**src/sdfp_pkg.sv**
```systemverilog
/*
 * constants, offsets and types shared by the data frame port state machine.
 * assumes a 32-bit classic wishbone register bus and a 100 MHz clock.
 */
`default_nettype none
package sdfp_pkg;
	// register byte addresses
	localparam logic [7:0] CTRL_OFS = 8'h00;
	localparam logic [7:0] STATUS_OFS = 8'h04;
	localparam logic [7:0] MASK_OFS = 8'h08;
	localparam logic [7:0] GSTAT_OFS = 8'h0c;
	localparam logic [7:0] PORT_OFS = 8'h10;
	localparam logic [7:0] REMAIN_OFS = 8'h14;
	// control register fields
	localparam int CTRL_SWITCH_BIT = 0;
	localparam int CTRL_GIE_BIT = 1;
	// status and mask register fields (same layout)
	localparam int ST_DESC_BIT = 0;
	localparam int ST_SYNC_BIT = 1;
	localparam int ST_NONFATAL_BIT = 2;
	localparam int ST_FATAL_BIT = 3;
	localparam int ST_BADPORT_BIT = 4;
	localparam int ST_W = 5;
	localparam logic [ST_W-1:0] ST_RESET = 5'h00;
	localparam logic [ST_W-1:0] MASK_RESET = 5'h00;
	localparam logic [1:0] CTRL_RESET = 2'h0;
	// frame sizing
	localparam int FRAME_BW = 14;
	localparam logic [FRAME_BW-1:0] FRAME_MAX_BYTES = 14'h2000;
	localparam logic [FRAME_BW-1:0] DWORD_BYTES = 14'h0004;
	// where the state machine hands control on
	localparam logic [2:0] EXIT_PORT_IDLE = 3'h0;
	localparam logic [2:0] EXIT_SWITCH_IDLE = 3'h1;
	localparam logic [2:0] EXIT_PIO_UPDATE = 3'h2;
	localparam logic [2:0] EXIT_RX_RECEIVE = 3'h3;
	localparam logic [2:0] EXIT_SYNC_ESCAPE = 3'h4;
	localparam logic [2:0] EXIT_NONFATAL = 3'h5;
	localparam logic [2:0] EXIT_FATAL = 3'h6;
	localparam logic [2:0] EXIT_INVALID_PORT = 3'h7;
	typedef enum logic [2:0] {
		ST_IDLE, ST_XMIT, ST_WAIT, ST_UPD_COUNT,
		ST_DESC_SET_INTR, ST_DESC_SET_GLOBAL, ST_DESC_GEN_INTR, ST_RX_ENTRY
	} sdfp_state_t;
endpackage : sdfp_pkg
`default_nettype wire

```
**src/sdfp_port_fsm.sv**
```systemverilog
/*
 * data frame transmit path, descriptor interrupt chain and receive entry
 * check of one serial ata port, with a wishbone register file.
 * assumes memory fetch, link layer and adjacent port logic share the clock.
 */
// The implementer's own choices: the register offsets and the Wishbone slave port.
`default_nettype none
// Summary of operation
// - send frame data until remaining count is exhausted or 8KB went out.
// - entry with interrupt bit, acknowledged by R_OK, sets pending flag.
// - end frame on all bytes, descriptor table end or 8KB payload.
// - a DMAT from the device is ignored; sending continues.
// - good frame lowers remaining count by its size; byte count add offered.
// - after update go to interrupt, PIO update, switching idle or idle.
// - interrupt due sets descriptor processed status and clears pending flag.
// - with interrupt enable set the global bit, else branch by priority.
// - set global port bit; interrupt only with global enable set.
// - interrupt stays until software clears it; the chain goes on by priority at once.
// - received frame loads current port and clears its pending flag.
// - port with no outstanding commands gives invalid port error.
module sdfp_port_fsm #(
	parameter int NP = 16, // multiplier ports
	parameter int PW = 4, // port index width
	parameter int CW = 32 // transfer count width
) (
	input wire logic clock, // 100 MHz
	input wire logic srst, // sync reset, high
	input wire logic wb_cyc_i, // bus cycle
	input wire logic wb_stb_i, // strobe
	input wire logic wb_we_i, // write
	input wire logic [7:0] wb_adr_i, // byte address
	input wire logic [3:0] wb_sel_i, // byte lanes
	input wire logic [31:0] wb_dat_i, // write data
	output logic [31:0] wb_dat_o, // read data
	output logic wb_ack_o, // ack
	output logic irq, // level interrupt
	input wire logic xfer_load, // load count of a port
	input wire logic [PW-1:0] xfer_port, // port to load
	input wire logic [CW-1:0] xfer_count, // transfer count in bytes
	input wire logic xfer_pio, // transfer is programmed io
	input wire logic tx_start, // begin a data frame
	input wire logic [PW-1:0] tx_port, // port of the frame
	input wire logic mem_valid, // fetched dword valid
	input wire logic [31:0] mem_data, // fetched dword
	input wire logic mem_table_end, // dword ends the descriptor table
	input wire logic mem_entry_end, // dword ends a descriptor entry
	input wire logic mem_entry_irq, // that entry has its interrupt bit
	output logic mem_ready, // dword taken
	output logic link_valid, // dword to link
	output logic [31:0] link_data, // dword to link
	output logic link_last, // dword ends the frame
	input wire logic link_ready, // link took the dword
	input wire logic link_done, // frame outcome pulse
	input wire logic link_rok, // device answered R_OK
	input wire logic link_rerr, // device answered R_ERR
	input wire logic link_sync_esc, // device sent sync escape
	input wire logic link_dmat, // device sent DMAT
	input wire logic rx_fis, // data frame arrived
	input wire logic [PW-1:0] rx_port, // its port multiplier field
	input wire logic [NP-1:0] port_outstanding, // ports with commands
	output logic byte_count_valid, // add to descriptor byte count
	output logic [sdfp_pkg::FRAME_BW-1:0] byte_count_add, // bytes to add
	output logic exit_valid, // hand-off pulse
	output logic [2:0] exit_code, // where control goes
	output logic [PW-1:0] current_port // current multiplier port
);
	localparam int FRAME_BW = sdfp_pkg::FRAME_BW;

	sdfp_pkg::sdfp_state_t state_ff, nxt_state;
	logic [PW-1:0] port_ff, nxt_port;
	logic [CW-1:0] remain_ff [NP], nxt_remain [NP];
	logic [NP-1:0] pend_ff, nxt_pend, pio_ff, nxt_pio;
	logic [FRAME_BW-1:0] fbytes_ff, nxt_fbytes;
	logic frame_irq_ff, nxt_frame_irq;
	logic mem_ready_ff, nxt_mem_ready;
	logic link_valid_ff, nxt_link_valid, link_last_ff, nxt_link_last;
	logic [31:0] link_data_ff, nxt_link_data;
	logic bc_valid_ff, nxt_bc_valid;
	logic [FRAME_BW-1:0] bc_add_ff, nxt_bc_add;
	logic exit_valid_ff, nxt_exit_valid;
	logic [2:0] exit_code_ff, nxt_exit_code;
	logic [sdfp_pkg::ST_W-1:0] st_set;
	logic gp_set;
	logic [FRAME_BW-1:0] nbytes;
	logic frame_end;

	// bus side registers
	logic [1:0] ctrl_ff, nxt_ctrl;
	logic [sdfp_pkg::ST_W-1:0] status_ff, nxt_status, mask_ff, nxt_mask;
	logic gpend_ff, nxt_gpend, irq_ff, nxt_irq;
	logic ack_ff, nxt_ack;
	logic [31:0] rdata_ff, nxt_rdata;
	logic sw_en, gie, wr_lane0;

	assign sw_en = ctrl_ff[sdfp_pkg::CTRL_SWITCH_BIT];
	assign gie = ctrl_ff[sdfp_pkg::CTRL_GIE_BIT];

	// pio update, then switching idle, then port idle
	function automatic logic [2:0] after_code(input logic pio,
		input logic sw);
		if (pio) begin
			return sdfp_pkg::EXIT_PIO_UPDATE;
		end else if (sw) begin
			return sdfp_pkg::EXIT_SWITCH_IDLE;
		end
		return sdfp_pkg::EXIT_PORT_IDLE;
	endfunction : after_code

	always_comb begin
		nxt_state = state_ff;
		nxt_port = port_ff;
		nxt_remain = remain_ff;
		nxt_pend = pend_ff;
		nxt_pio = pio_ff;
		nxt_fbytes = fbytes_ff;
		nxt_frame_irq = frame_irq_ff;
		nxt_mem_ready = mem_ready_ff;
		nxt_link_valid = link_valid_ff;
		nxt_link_last = link_last_ff;
		nxt_link_data = link_data_ff;
		nxt_bc_valid = 1'b0;
		nxt_bc_add = bc_add_ff;
		nxt_exit_valid = 1'b0;
		nxt_exit_code = exit_code_ff;
		st_set = '0;
		gp_set = 1'b0;
		nbytes = fbytes_ff + sdfp_pkg::DWORD_BYTES;
		frame_end = 1'b0;
		if (xfer_load) begin
			nxt_remain[xfer_port] = xfer_count;
			nxt_pio[xfer_port] = xfer_pio;
		end
		case (state_ff)
		sdfp_pkg::ST_IDLE: begin
			if (tx_start) begin
				nxt_port = tx_port;
				nxt_fbytes = '0;
				nxt_frame_irq = 1'b0;
				nxt_mem_ready = 1'b1;
				nxt_state = sdfp_pkg::ST_XMIT;
			end else if (rx_fis) begin
				nxt_port = rx_port;
				nxt_pend[rx_port] = 1'b0;
				nxt_state = sdfp_pkg::ST_RX_ENTRY;
			end
		end
		sdfp_pkg::ST_XMIT: begin
			// dmat is never read here, so a pause cannot cut the frame
			if (link_valid_ff && link_ready) begin
				nxt_link_valid = 1'b0;
				nxt_mem_ready = !link_last_ff;
				if (link_last_ff) begin
					nxt_state = sdfp_pkg::ST_WAIT;
				end
			end
			if (mem_ready_ff && mem_valid) begin
				frame_end = ({{(CW-FRAME_BW){1'b0}}, nbytes} >=
					remain_ff[port_ff]) || mem_table_end ||
					(nbytes == sdfp_pkg::FRAME_MAX_BYTES);
				nxt_fbytes = nbytes;
				nxt_link_data = mem_data;
				nxt_link_valid = 1'b1;
				nxt_link_last = frame_end;
				nxt_mem_ready = 1'b0;
				if (mem_entry_end && mem_entry_irq) begin
					nxt_frame_irq = 1'b1;
				end
			end
		end
		sdfp_pkg::ST_WAIT: begin
			if (link_done) begin
				nxt_exit_valid = 1'b1;
				if (link_sync_esc) begin
					nxt_exit_code = sdfp_pkg::EXIT_SYNC_ESCAPE;
					st_set[sdfp_pkg::ST_SYNC_BIT] = 1'b1;
					nxt_state = sdfp_pkg::ST_IDLE;
				end else if (link_rok) begin
					nxt_exit_valid = 1'b0;
					nxt_state = sdfp_pkg::ST_UPD_COUNT;
				end else if (link_rerr && sw_en) begin
					nxt_exit_code = sdfp_pkg::EXIT_NONFATAL;
					st_set[sdfp_pkg::ST_NONFATAL_BIT] = 1'b1;
					nxt_state = sdfp_pkg::ST_IDLE;
				end else begin
					nxt_exit_code = sdfp_pkg::EXIT_FATAL;
					st_set[sdfp_pkg::ST_FATAL_BIT] = 1'b1;
					nxt_state = sdfp_pkg::ST_IDLE;
				end
			end
		end
		sdfp_pkg::ST_UPD_COUNT: begin
			nxt_remain[port_ff] = remain_ff[port_ff] -
				{{(CW-FRAME_BW){1'b0}}, fbytes_ff};
			nxt_bc_valid = 1'b1;
			nxt_bc_add = fbytes_ff;
			if (frame_irq_ff || pend_ff[port_ff]) begin
				nxt_pend[port_ff] = 1'b1;
				nxt_state = sdfp_pkg::ST_DESC_SET_INTR;
			end else begin
				nxt_exit_valid = 1'b1;
				nxt_exit_code = after_code(pio_ff[port_ff], sw_en);
				nxt_state = sdfp_pkg::ST_IDLE;
			end
		end
		sdfp_pkg::ST_DESC_SET_INTR: begin
			st_set[sdfp_pkg::ST_DESC_BIT] = 1'b1;
			nxt_pend[port_ff] = 1'b0;
			if (mask_ff[sdfp_pkg::ST_DESC_BIT]) begin
				nxt_state = sdfp_pkg::ST_DESC_SET_GLOBAL;
			end else begin
				nxt_exit_valid = 1'b1;
				nxt_exit_code = after_code(pio_ff[port_ff], sw_en);
				nxt_state = sdfp_pkg::ST_IDLE;
			end
		end
		sdfp_pkg::ST_DESC_SET_GLOBAL: begin
			gp_set = 1'b1;
			if (gie) begin
				nxt_state = sdfp_pkg::ST_DESC_GEN_INTR;
			end else begin
				nxt_exit_valid = 1'b1;
				nxt_exit_code = after_code(pio_ff[port_ff], sw_en);
				nxt_state = sdfp_pkg::ST_IDLE;
			end
		end
		sdfp_pkg::ST_DESC_GEN_INTR: begin
			nxt_exit_valid = 1'b1;
			nxt_exit_code = after_code(pio_ff[port_ff], sw_en);
			nxt_state = sdfp_pkg::ST_IDLE;
		end
		sdfp_pkg::ST_RX_ENTRY: begin
			nxt_exit_valid = 1'b1;
			nxt_state = sdfp_pkg::ST_IDLE;
			if (!port_outstanding[port_ff]) begin
				nxt_exit_code = sdfp_pkg::EXIT_INVALID_PORT;
				st_set[sdfp_pkg::ST_BADPORT_BIT] = 1'b1;
			end else begin
				nxt_exit_code = sdfp_pkg::EXIT_RX_RECEIVE;
			end
		end
		default: begin
			nxt_state = sdfp_pkg::ST_IDLE;
		end
		endcase
	end

	always_ff @(posedge clock) begin
		if (srst) begin
			state_ff <= sdfp_pkg::ST_IDLE;
			port_ff <= '0;
			remain_ff <= '{default: '0};
			pend_ff <= '0;
			pio_ff <= '0;
			fbytes_ff <= '0;
			frame_irq_ff <= 1'b0;
			mem_ready_ff <= 1'b0;
			link_valid_ff <= 1'b0;
			link_last_ff <= 1'b0;
			link_data_ff <= '0;
			bc_valid_ff <= 1'b0;
			bc_add_ff <= '0;
			exit_valid_ff <= 1'b0;
			exit_code_ff <= sdfp_pkg::EXIT_PORT_IDLE;
		end else begin
			state_ff <= nxt_state;
			port_ff <= nxt_port;
			remain_ff <= nxt_remain;
			pend_ff <= nxt_pend;
			pio_ff <= nxt_pio;
			fbytes_ff <= nxt_fbytes;
			frame_irq_ff <= nxt_frame_irq;
			mem_ready_ff <= nxt_mem_ready;
			link_valid_ff <= nxt_link_valid;
			link_last_ff <= nxt_link_last;
			link_data_ff <= nxt_link_data;
			bc_valid_ff <= nxt_bc_valid;
			bc_add_ff <= nxt_bc_add;
			exit_valid_ff <= nxt_exit_valid;
			exit_code_ff <= nxt_exit_code;
		end
	end

	// registers; a write lands on the ack edge, so set beats clear there
	assign wr_lane0 = wb_cyc_i && wb_stb_i && wb_we_i && ack_ff && wb_sel_i[0];

	always_comb begin
		nxt_ctrl = ctrl_ff;
		nxt_mask = mask_ff;
		nxt_status = status_ff | st_set;
		nxt_gpend = gpend_ff | gp_set;
		nxt_ack = wb_cyc_i && wb_stb_i && !ack_ff;
		nxt_rdata = rdata_ff;
		if (wr_lane0) begin
			case (wb_adr_i)
			sdfp_pkg::CTRL_OFS: nxt_ctrl = wb_dat_i[1:0];
			sdfp_pkg::MASK_OFS: nxt_mask = wb_dat_i[sdfp_pkg::ST_W-1:0];
			sdfp_pkg::STATUS_OFS: begin
				nxt_status = (status_ff & ~wb_dat_i[sdfp_pkg::ST_W-1:0]) |
					st_set;
			end
			sdfp_pkg::GSTAT_OFS: nxt_gpend = (gpend_ff & ~wb_dat_i[0]) | gp_set;
			default: begin
			end
			endcase
		end
		if (wb_cyc_i && wb_stb_i && !ack_ff) begin
			case (wb_adr_i)
			sdfp_pkg::CTRL_OFS: nxt_rdata = {30'h0, ctrl_ff};
			sdfp_pkg::STATUS_OFS: nxt_rdata = {27'h0, status_ff};
			sdfp_pkg::MASK_OFS: nxt_rdata = {27'h0, mask_ff};
			sdfp_pkg::GSTAT_OFS: nxt_rdata = {31'h0, gpend_ff};
			sdfp_pkg::PORT_OFS: nxt_rdata = {{(32-PW){1'b0}}, port_ff};
			sdfp_pkg::REMAIN_OFS: nxt_rdata = 32'(remain_ff[port_ff]);
			default: nxt_rdata = 32'h0;
			endcase
		end
		// level until software clears the sticky bits
		nxt_irq = gie && (nxt_gpend ||
			|(nxt_status & nxt_mask & 5'h1e));
	end

	always_ff @(posedge clock) begin
		if (srst) begin
			ctrl_ff <= sdfp_pkg::CTRL_RESET;
			status_ff <= sdfp_pkg::ST_RESET;
			mask_ff <= sdfp_pkg::MASK_RESET;
			gpend_ff <= 1'b0;
			irq_ff <= 1'b0;
			ack_ff <= 1'b0;
			rdata_ff <= 32'h0;
		end else begin
			ctrl_ff <= nxt_ctrl;
			status_ff <= nxt_status;
			mask_ff <= nxt_mask;
			gpend_ff <= nxt_gpend;
			irq_ff <= nxt_irq;
			ack_ff <= nxt_ack;
			rdata_ff <= nxt_rdata;
		end
	end

	assign wb_dat_o = rdata_ff;
	assign wb_ack_o = ack_ff;
	assign irq = irq_ff;
	assign mem_ready = mem_ready_ff;
	assign link_valid = link_valid_ff;
	assign link_data = link_data_ff;
	assign link_last = link_last_ff;
	assign byte_count_valid = bc_valid_ff;
	assign byte_count_add = bc_add_ff;
	assign exit_valid = exit_valid_ff;
	assign exit_code = exit_code_ff;
	assign current_port = port_ff;
endmodule : sdfp_port_fsm
`default_nettype wire

```
**config.mk**
```make
export PLATFORM = sky130hd
export DESIGN_NAME = sdfp_port_fsm
export DESIGN_NICKNAME = d
export VERILOG_FILES = /design/src/sdfp_pkg.sv /design/src/sdfp_port_fsm.sv
export SDC_FILE = /design/constraint.sdc
export NUM_CORES = 2
export LEC_CHECK = 0
export BUFFER_PORTS_ARGS = -buffer_cell sky130_fd_sc_hd__buf_2
export CORE_MARGIN = 10
export CORE_UTILIZATION = 45
export CTS_BUF_LIST = sky130_fd_sc_hd__clkbuf_8
export CTS_CLUSTER_DIAMETER = 80
export DETAILED_ROUTE_END_ITERATION = 7
export GPL_TIMING_DRIVEN = 0
export PLACE_DENSITY_LB_ADDON = 0.1
export SYNTH_ARGS = -nofsm -noshare
export SYNTH_HDL_FRONTEND = slang
export SYNTH_SLANG_ARGS = --single-unit
```
**constraint.sdc**
```tcl
create_clock -name clock -period 9.9 [get_ports clock]
set_input_delay 1.485 -clock clock [delete_from_list [all_inputs] [get_ports clock]]
set_output_delay 1.485 -clock clock [all_outputs]
set_load 0.01 [all_outputs]
```
---- Word level (Yosys, flattened, before mapping) ----
Index checks and enable logic that the tools add are counted.
storage, ports and cells
  input port bits ......................... 155
  word-level logic and storage cells ...... 238
  register bits after elaboration ......... 667
cells by class
  add/sub/neg operators ................... 2
  muxes and demuxes ....................... 104
  magnitude comparators ................... 11
  equal/unequal tests ..................... 28
  reduce and logical (&&, ||, !) cells .... 40
  bitwise operators ....................... 16
operator list
  kind                                            count
  bitwise mux 512 bit                             2
  two-way mux 512 bit                             2
  demux 32 bit (select 4 bit)                     2
  one-hot mux 32 bit (6 select lines)             1
  binary-select mux 32 bit (select 4 bit)         1
  two-way mux 32 bit                              4
  two-way mux 3 bit                               23
  two-way mux 16 bit                              3
  one-hot mux 16 bit (3 select lines)             1
  two-way mux 1 bit                               39
  AND 16 bit                                      2
  >= comparator 14 x 32 -> 1 bit                  1
  inverter 16 bit                                 2
  subtractor 32 x 14 -> 32 bit                    1
  two-way mux 14 bit                              2
  one-hot mux 14 bit (2 select lines)             1
  inequality test 2 bit (second input constant)   12
  one-hot mux 3 bit (7 select lines)              1
  two-way mux 5 bit                               4
  one-hot mux 3 bit (6 select lines)              1
  bitwise mux 16 bit                              1
  == test 8 x 4 -> 1 bit (second input constant)  2
  == test 8 x 5 -> 1 bit (second input constant)  2
  OR 16 bit                                       1
  38 further kinds                                90

---- Longest topological paths before layout ----
  depth in word-level cells ............... 13
  mapped depth ............................ 19
  depth with buffers taken out ............ 13

---- Worst setup path after synthesis ----
OpenSTA, ideal clock, no wires.
  kind .................................... reg2reg
  from .................................... register port_ff[1], in the netlist current_port[1]
  to ...................................... register remain_ff[29] (netlist bit)
  path buffers ............................ 8
  path slack .............................. 4.484 ns
  required time ........................... 9.764 ns
  setup time .............................. 0.136 ns
  period minus slack after synthesis ...... 5.416 ns
  arrival ................................. 5.280 ns
  stages on the path, launching flop included .. 20
  path through ............................ dfxtp_1 -> buf_2 -> buf_2 -> buf_2 -> buf_2 -> buf_2 -> buf_2 -> clkbuf_1 -> mux4_2 -> mux4_2 -> ha_1 -> a21o_1 -> a21o_1 -> a221o_1 -> a31oi_1 -> a21oi_1 -> nor4_1 -> xnor2_1 -> buf_4 -> a211oi_2
between the ends
  cells in the longest elaborated chain, start to end .. 7
  elaborated cells on any way between the ends .. 12
ends and longest elaborated chain
  item                                                                           line                  source
  from (decl)                                                                    sdfp_port_fsm.sv:70   logic [PW-1:0] port_ff, nxt_port;
  from (signal assigned)                                                         sdfp_port_fsm.sv:266  port_ff <= nxt_port;
  inverter 4 -> 5 bit (implied by the code) (*)                                  sdfp_port_fsm.sv:192  nxt_remain[port_ff] = remain_ff[port_ff] -
  binary-select mux 32 bit (select 4 bit), or another cell as far along          sdfp_port_fsm.sv:192
  two-way mux 32 bit (implied by the code) or logical AND 1 bit (tied branches)  sdfp_port_fsm.sv:192
  two-way mux 32 bit (implied by the code)                                       sdfp_port_fsm.sv:192
  subtractor 32 x 14 -> 32 bit or demux 32 bit (select 4 bit) (tied branches)    sdfp_port_fsm.sv:192
  bitwise mux 512 bit (*)                                                        sdfp_port_fsm.sv:192
  two-way mux 512 bit (*)                                                        sdfp_port_fsm.sv:133  case (state_ff)
  to (signal assigned)                                                           sdfp_port_fsm.sv:267  remain_ff <= nxt_remain;
  to (decl)                                                                      sdfp_port_fsm.sv:71   logic [CW-1:0] remain_ff [NP], nxt_remain [NP];
Every way passes the cells marked *; elsewhere a longest branch is shown, timed or not. The select of a mux whose other input is x is not followed.
A chain may end at the register's enable or synchronous reset.

---- Final worst setup path ----
  from .................................... register port_ff[1], in the netlist current_port[1]
  to ...................................... register remain_ff[507] (netlist bit)
Same word-level chain as after synthesis.

==> impl_metrics.json <==
{
  "setup_viol": 0,
  "clock_power_share": 0.298,
  "critPathKind": "register to register",
  "grt_pass1_vias": 32705,
  "cts_resized": 0,
  "fill_cells": 7375,
  "detail_route.wl_per_cell_um": 29.4,
  "hold_class": "register to register",
  "area_growth_syn_to_layout_pct": 13.6,
  "finalCoreUtilization": 0.514,
  "p_seq_frac": 0.301,
  "p_leak_nw": 12.9,
  "powerDensity_nw_per_um2": 242,
  "cpPeakStageDelay_ns": 1.14,
  "pin_count": 247,
  "drive_above_1_share": 0.153,
  "p_int_mw": 5.20,
  "fin_ws_ns": 0.479,
  "preCtsSetupSlack_ns": 1.08,
  "critPathBufInv": 8,
  "p_sw_mw": 4.22,
  "ys_ff_latch": 663,
  "numCtsBuffers": 117,
  "drt_iter0_markers": 5129,
  "slew_headroom": -0.0595,
  "cp_max_fo": 10,
  "drc": 0,
  "layout.nets": 4568,
  "ir_drop_mv": 0.181,
  "clock.fmax_ghz": 0.106,
  "place.gp.congestion": 1.06,
  "hold_violations": 0,
  "drt-total-wl_um": 160000,
  "crit_chain": "buf_2, buf_2, buf_2, buf_2, buf_2, buf_2, clkbuf_1, mux4_2, mux4_2, ha_1, and3_1, and2_1, a221o_1, a31oi_1, a21oi_1, nor4_1, xnor2_1, buf_2, a21oi_1",
  "root_buffer": "clkbuf_8",
  "crit_top_cell": "buf_2",
  "synthArstFlopShare": 0,
  "violations": "max-capacitance violations, max-slew violations",
  "end_kind": "register",
  "die_x_um": 296,
  "slew_violations": 11,
  "worst_pin_slew_ns": 1.59,
  "dr_total_vias": 35417,
  "start_util": 0.453,
  "syn_area_um2": 34300,
  "grt_setup_unrepaired": "false",
  "dp_hpwl_um": 123000,
  "coreArea_um2": 75700,
  "worst_path_dominant_cell_family": "buffers and inverters",
  "ff_latch_area_um2": 13300,
  "grt_pass1_wl_um": 228000,
  "synth-edff-count": 0,
  "avgSynthCellArea_um2": 8.38,
  "dieArea_um2": 87600,
  "power_frac_comb": 0.401,
  "htree_levels": 3,
  "fin_skew_ns": 0.0520,
  "rows": 101,
  "seq_area_frac_synth": 0.387,
  "grt-ovfl-total": 0,
  "via_per_inst": 6.49,
  "cts_tree": "yes",
  "cts_setup_buffers": 0,
  "arrival_ns": 10.04,
  "clk_latency_ns": 0.77,
  "synth.distinct_cells": 67,
  "clkTransAtPathRegs_ns": 0.07,
  "swShare": 0.448,
  "clockBufferDepth": 3,
  "antenna_found_initial": 7,
  "cts_sinks": 663,
  "cap_violations": 1,
  "grt_max_degree": 17,
  "multi_input_area_um2": 19000,
  "outcome": "finished, violations left",
  "port_buffers": 176,
  "setup_tns_ns": 0,
  "grt_usage": 0.351,
  "synthFlopType": "dfxtp_1",
  "start_kind": "register",
  "yosysWarnings": 0,
  "ant_nets": 0,
  "min_period_over_period": 0.952,
  "fp.dieH_um": 296,
  "synth_cells": 4087,
  "cpMaxStageDelayCell": "xnor2_1",
  "drt_pre_antenna_iters": 6,
  "cts_hold_buf": 0,
  "p_total_mw": 9.42,
  "required_ns": 10.52,
  "min_period_ns": 9.42
}
## cells in the mapped netlist (42+ instances only)
master,count,area (um^2)
a211oi_1,127,953
a21oi_1,356,1780
a221oi_1,110,963
a221oi_2,43,646
a22oi_1,60,450
a311oi_1,180,1580
a31o_2,50,438
and3_1,112,701
buf_1,52,195
clkbuf_1,366,1370
dfxtp_1,663,13300
mux4_2,162,3650
nand2_1,1038,3900
nand3_1,43,215
nor2_1,347,1300
nor3_1,42,210
## sequential cells by signal (all words and copies together), names as in the netlist, 4 cells and up
register / cells
pend_ff: 16
link_data: 32
remain_ff: 512
byte_count_add: 12
mask_ff: 5
pio_ff: 16
fbytes_ff: 12
status_ff: 5
wb_dat_o: 32
current_port: 4
## layout make-up
type / count / share of cell area
diodes: 3 / 0.000193
multi-input cells: 2932 / 0.489
clock inverters: 59 / 0.0105
repair buffers: 176 / 0.0226
flip-flops and latches: 663 / 0.341
plain buffers: 459 / 0.0478
clock buffers: 154 / 0.0545
well taps: 978 / 0.0314
inverters: 35 / 0.00338
## cells by family (layout without fill, tap and decap cells)
logic type	count (synthesis)	in the layout	synth area share
compound gates	1010	1010	0.218
xor+xnor	40	40	0.0102
fa+ha+maj	29	29	0.0106
buf+inv	494	883	0.0581
flops	663	663	0.387
mux	181	181	0.112
other cells	2	7	0.000219
simple gates	1668	1668	0.203
## routing by layer
metal | wire [um] | track usage | vias up
met5 | 39 | 0.00113 | -
met4 | 9350 | 0.183 | 6
met3 | 20100 | 0.0884 | 431
met2 | 68800 | 0.529 | 2526
met1 | 62000 | 0.460 | 17113
li1 | - | - | 15341
## power groups by stage
stage | registers, mW | logic (mW) | clock network, mW
2_1_floorplan | 2.87 | 2.10 | 0
3_3_place_gp | 2.89 | 3.59 | 0
3_5_place_dp | 2.89 | 3.57 | 0
4_1_cts | 2.83 | 3.59 | 2.78
5_1_grt | 2.84 | 3.85 | 2.91
6_report | 2.84 | 3.78 | 2.80
## cells in the final DEF, fill, tap and decap left out, types with 10 or more instances in the layout
master    count
a31o_2       50
xnor2_1      27
buf_2       198
buf_6        10
a221oi_2     43
o21ai_0      18
mux2i_1      17
clkinv_2     13
inv_1        71
nor2_1      347
clkbuf_1    365
a21o_1       10
ha_1         29
xor2_1       13
nand2b_1     12
a311oi_1    180
nand3_1      43
nand2_1    1038
dfxtp_1     663
a211oi_1    127
nor3_1       41
a211oi_2     12
mux4_2      162
clkbuf_8    154
nand4_1      18
a221oi_1    110
and3_1      112
nor2b_1      19
a22oi_1      60
a21oi_1     356
buf_1        52
## stage by stage
stage / hold slack [ns] / instance area [um^2] / cells
after global routing: 0.465 / 38900 / 5459
after floorplan: 0.433 / 34300 / 4089
after CTS: 0.452 / 38900 / 5456
final: 0.450 / 38900 / 5459
after global placement: 0.438 / 36400 / 5243
after detailed placement: 0.444 / 36400 / 5243
## worst paths after layout
| kind | depth (start not counted) | endpoint | start | slack (ns) |
|---|---|---|---|---|
| max | 19 | remain_ff[507] | current_port[1] | 0.48 |
| max reg2reg | 19 | remain_ff[507] | current_port[1] | 0.48 |
| min | 2 | byte_count_add[5] | byte_count_add[5] | 0.45 |
| min reg2reg | 2 | byte_count_add[5] | byte_count_add[5] | 0.45 |
## tightest hold or removal path, cell delays in order (launching register included)
cell	delay (ns)
dfxtp_1	0.30
nand2_1	0.05
a21oi_1	0.05
No activity file was read; power rests on OpenSTA's default activity.
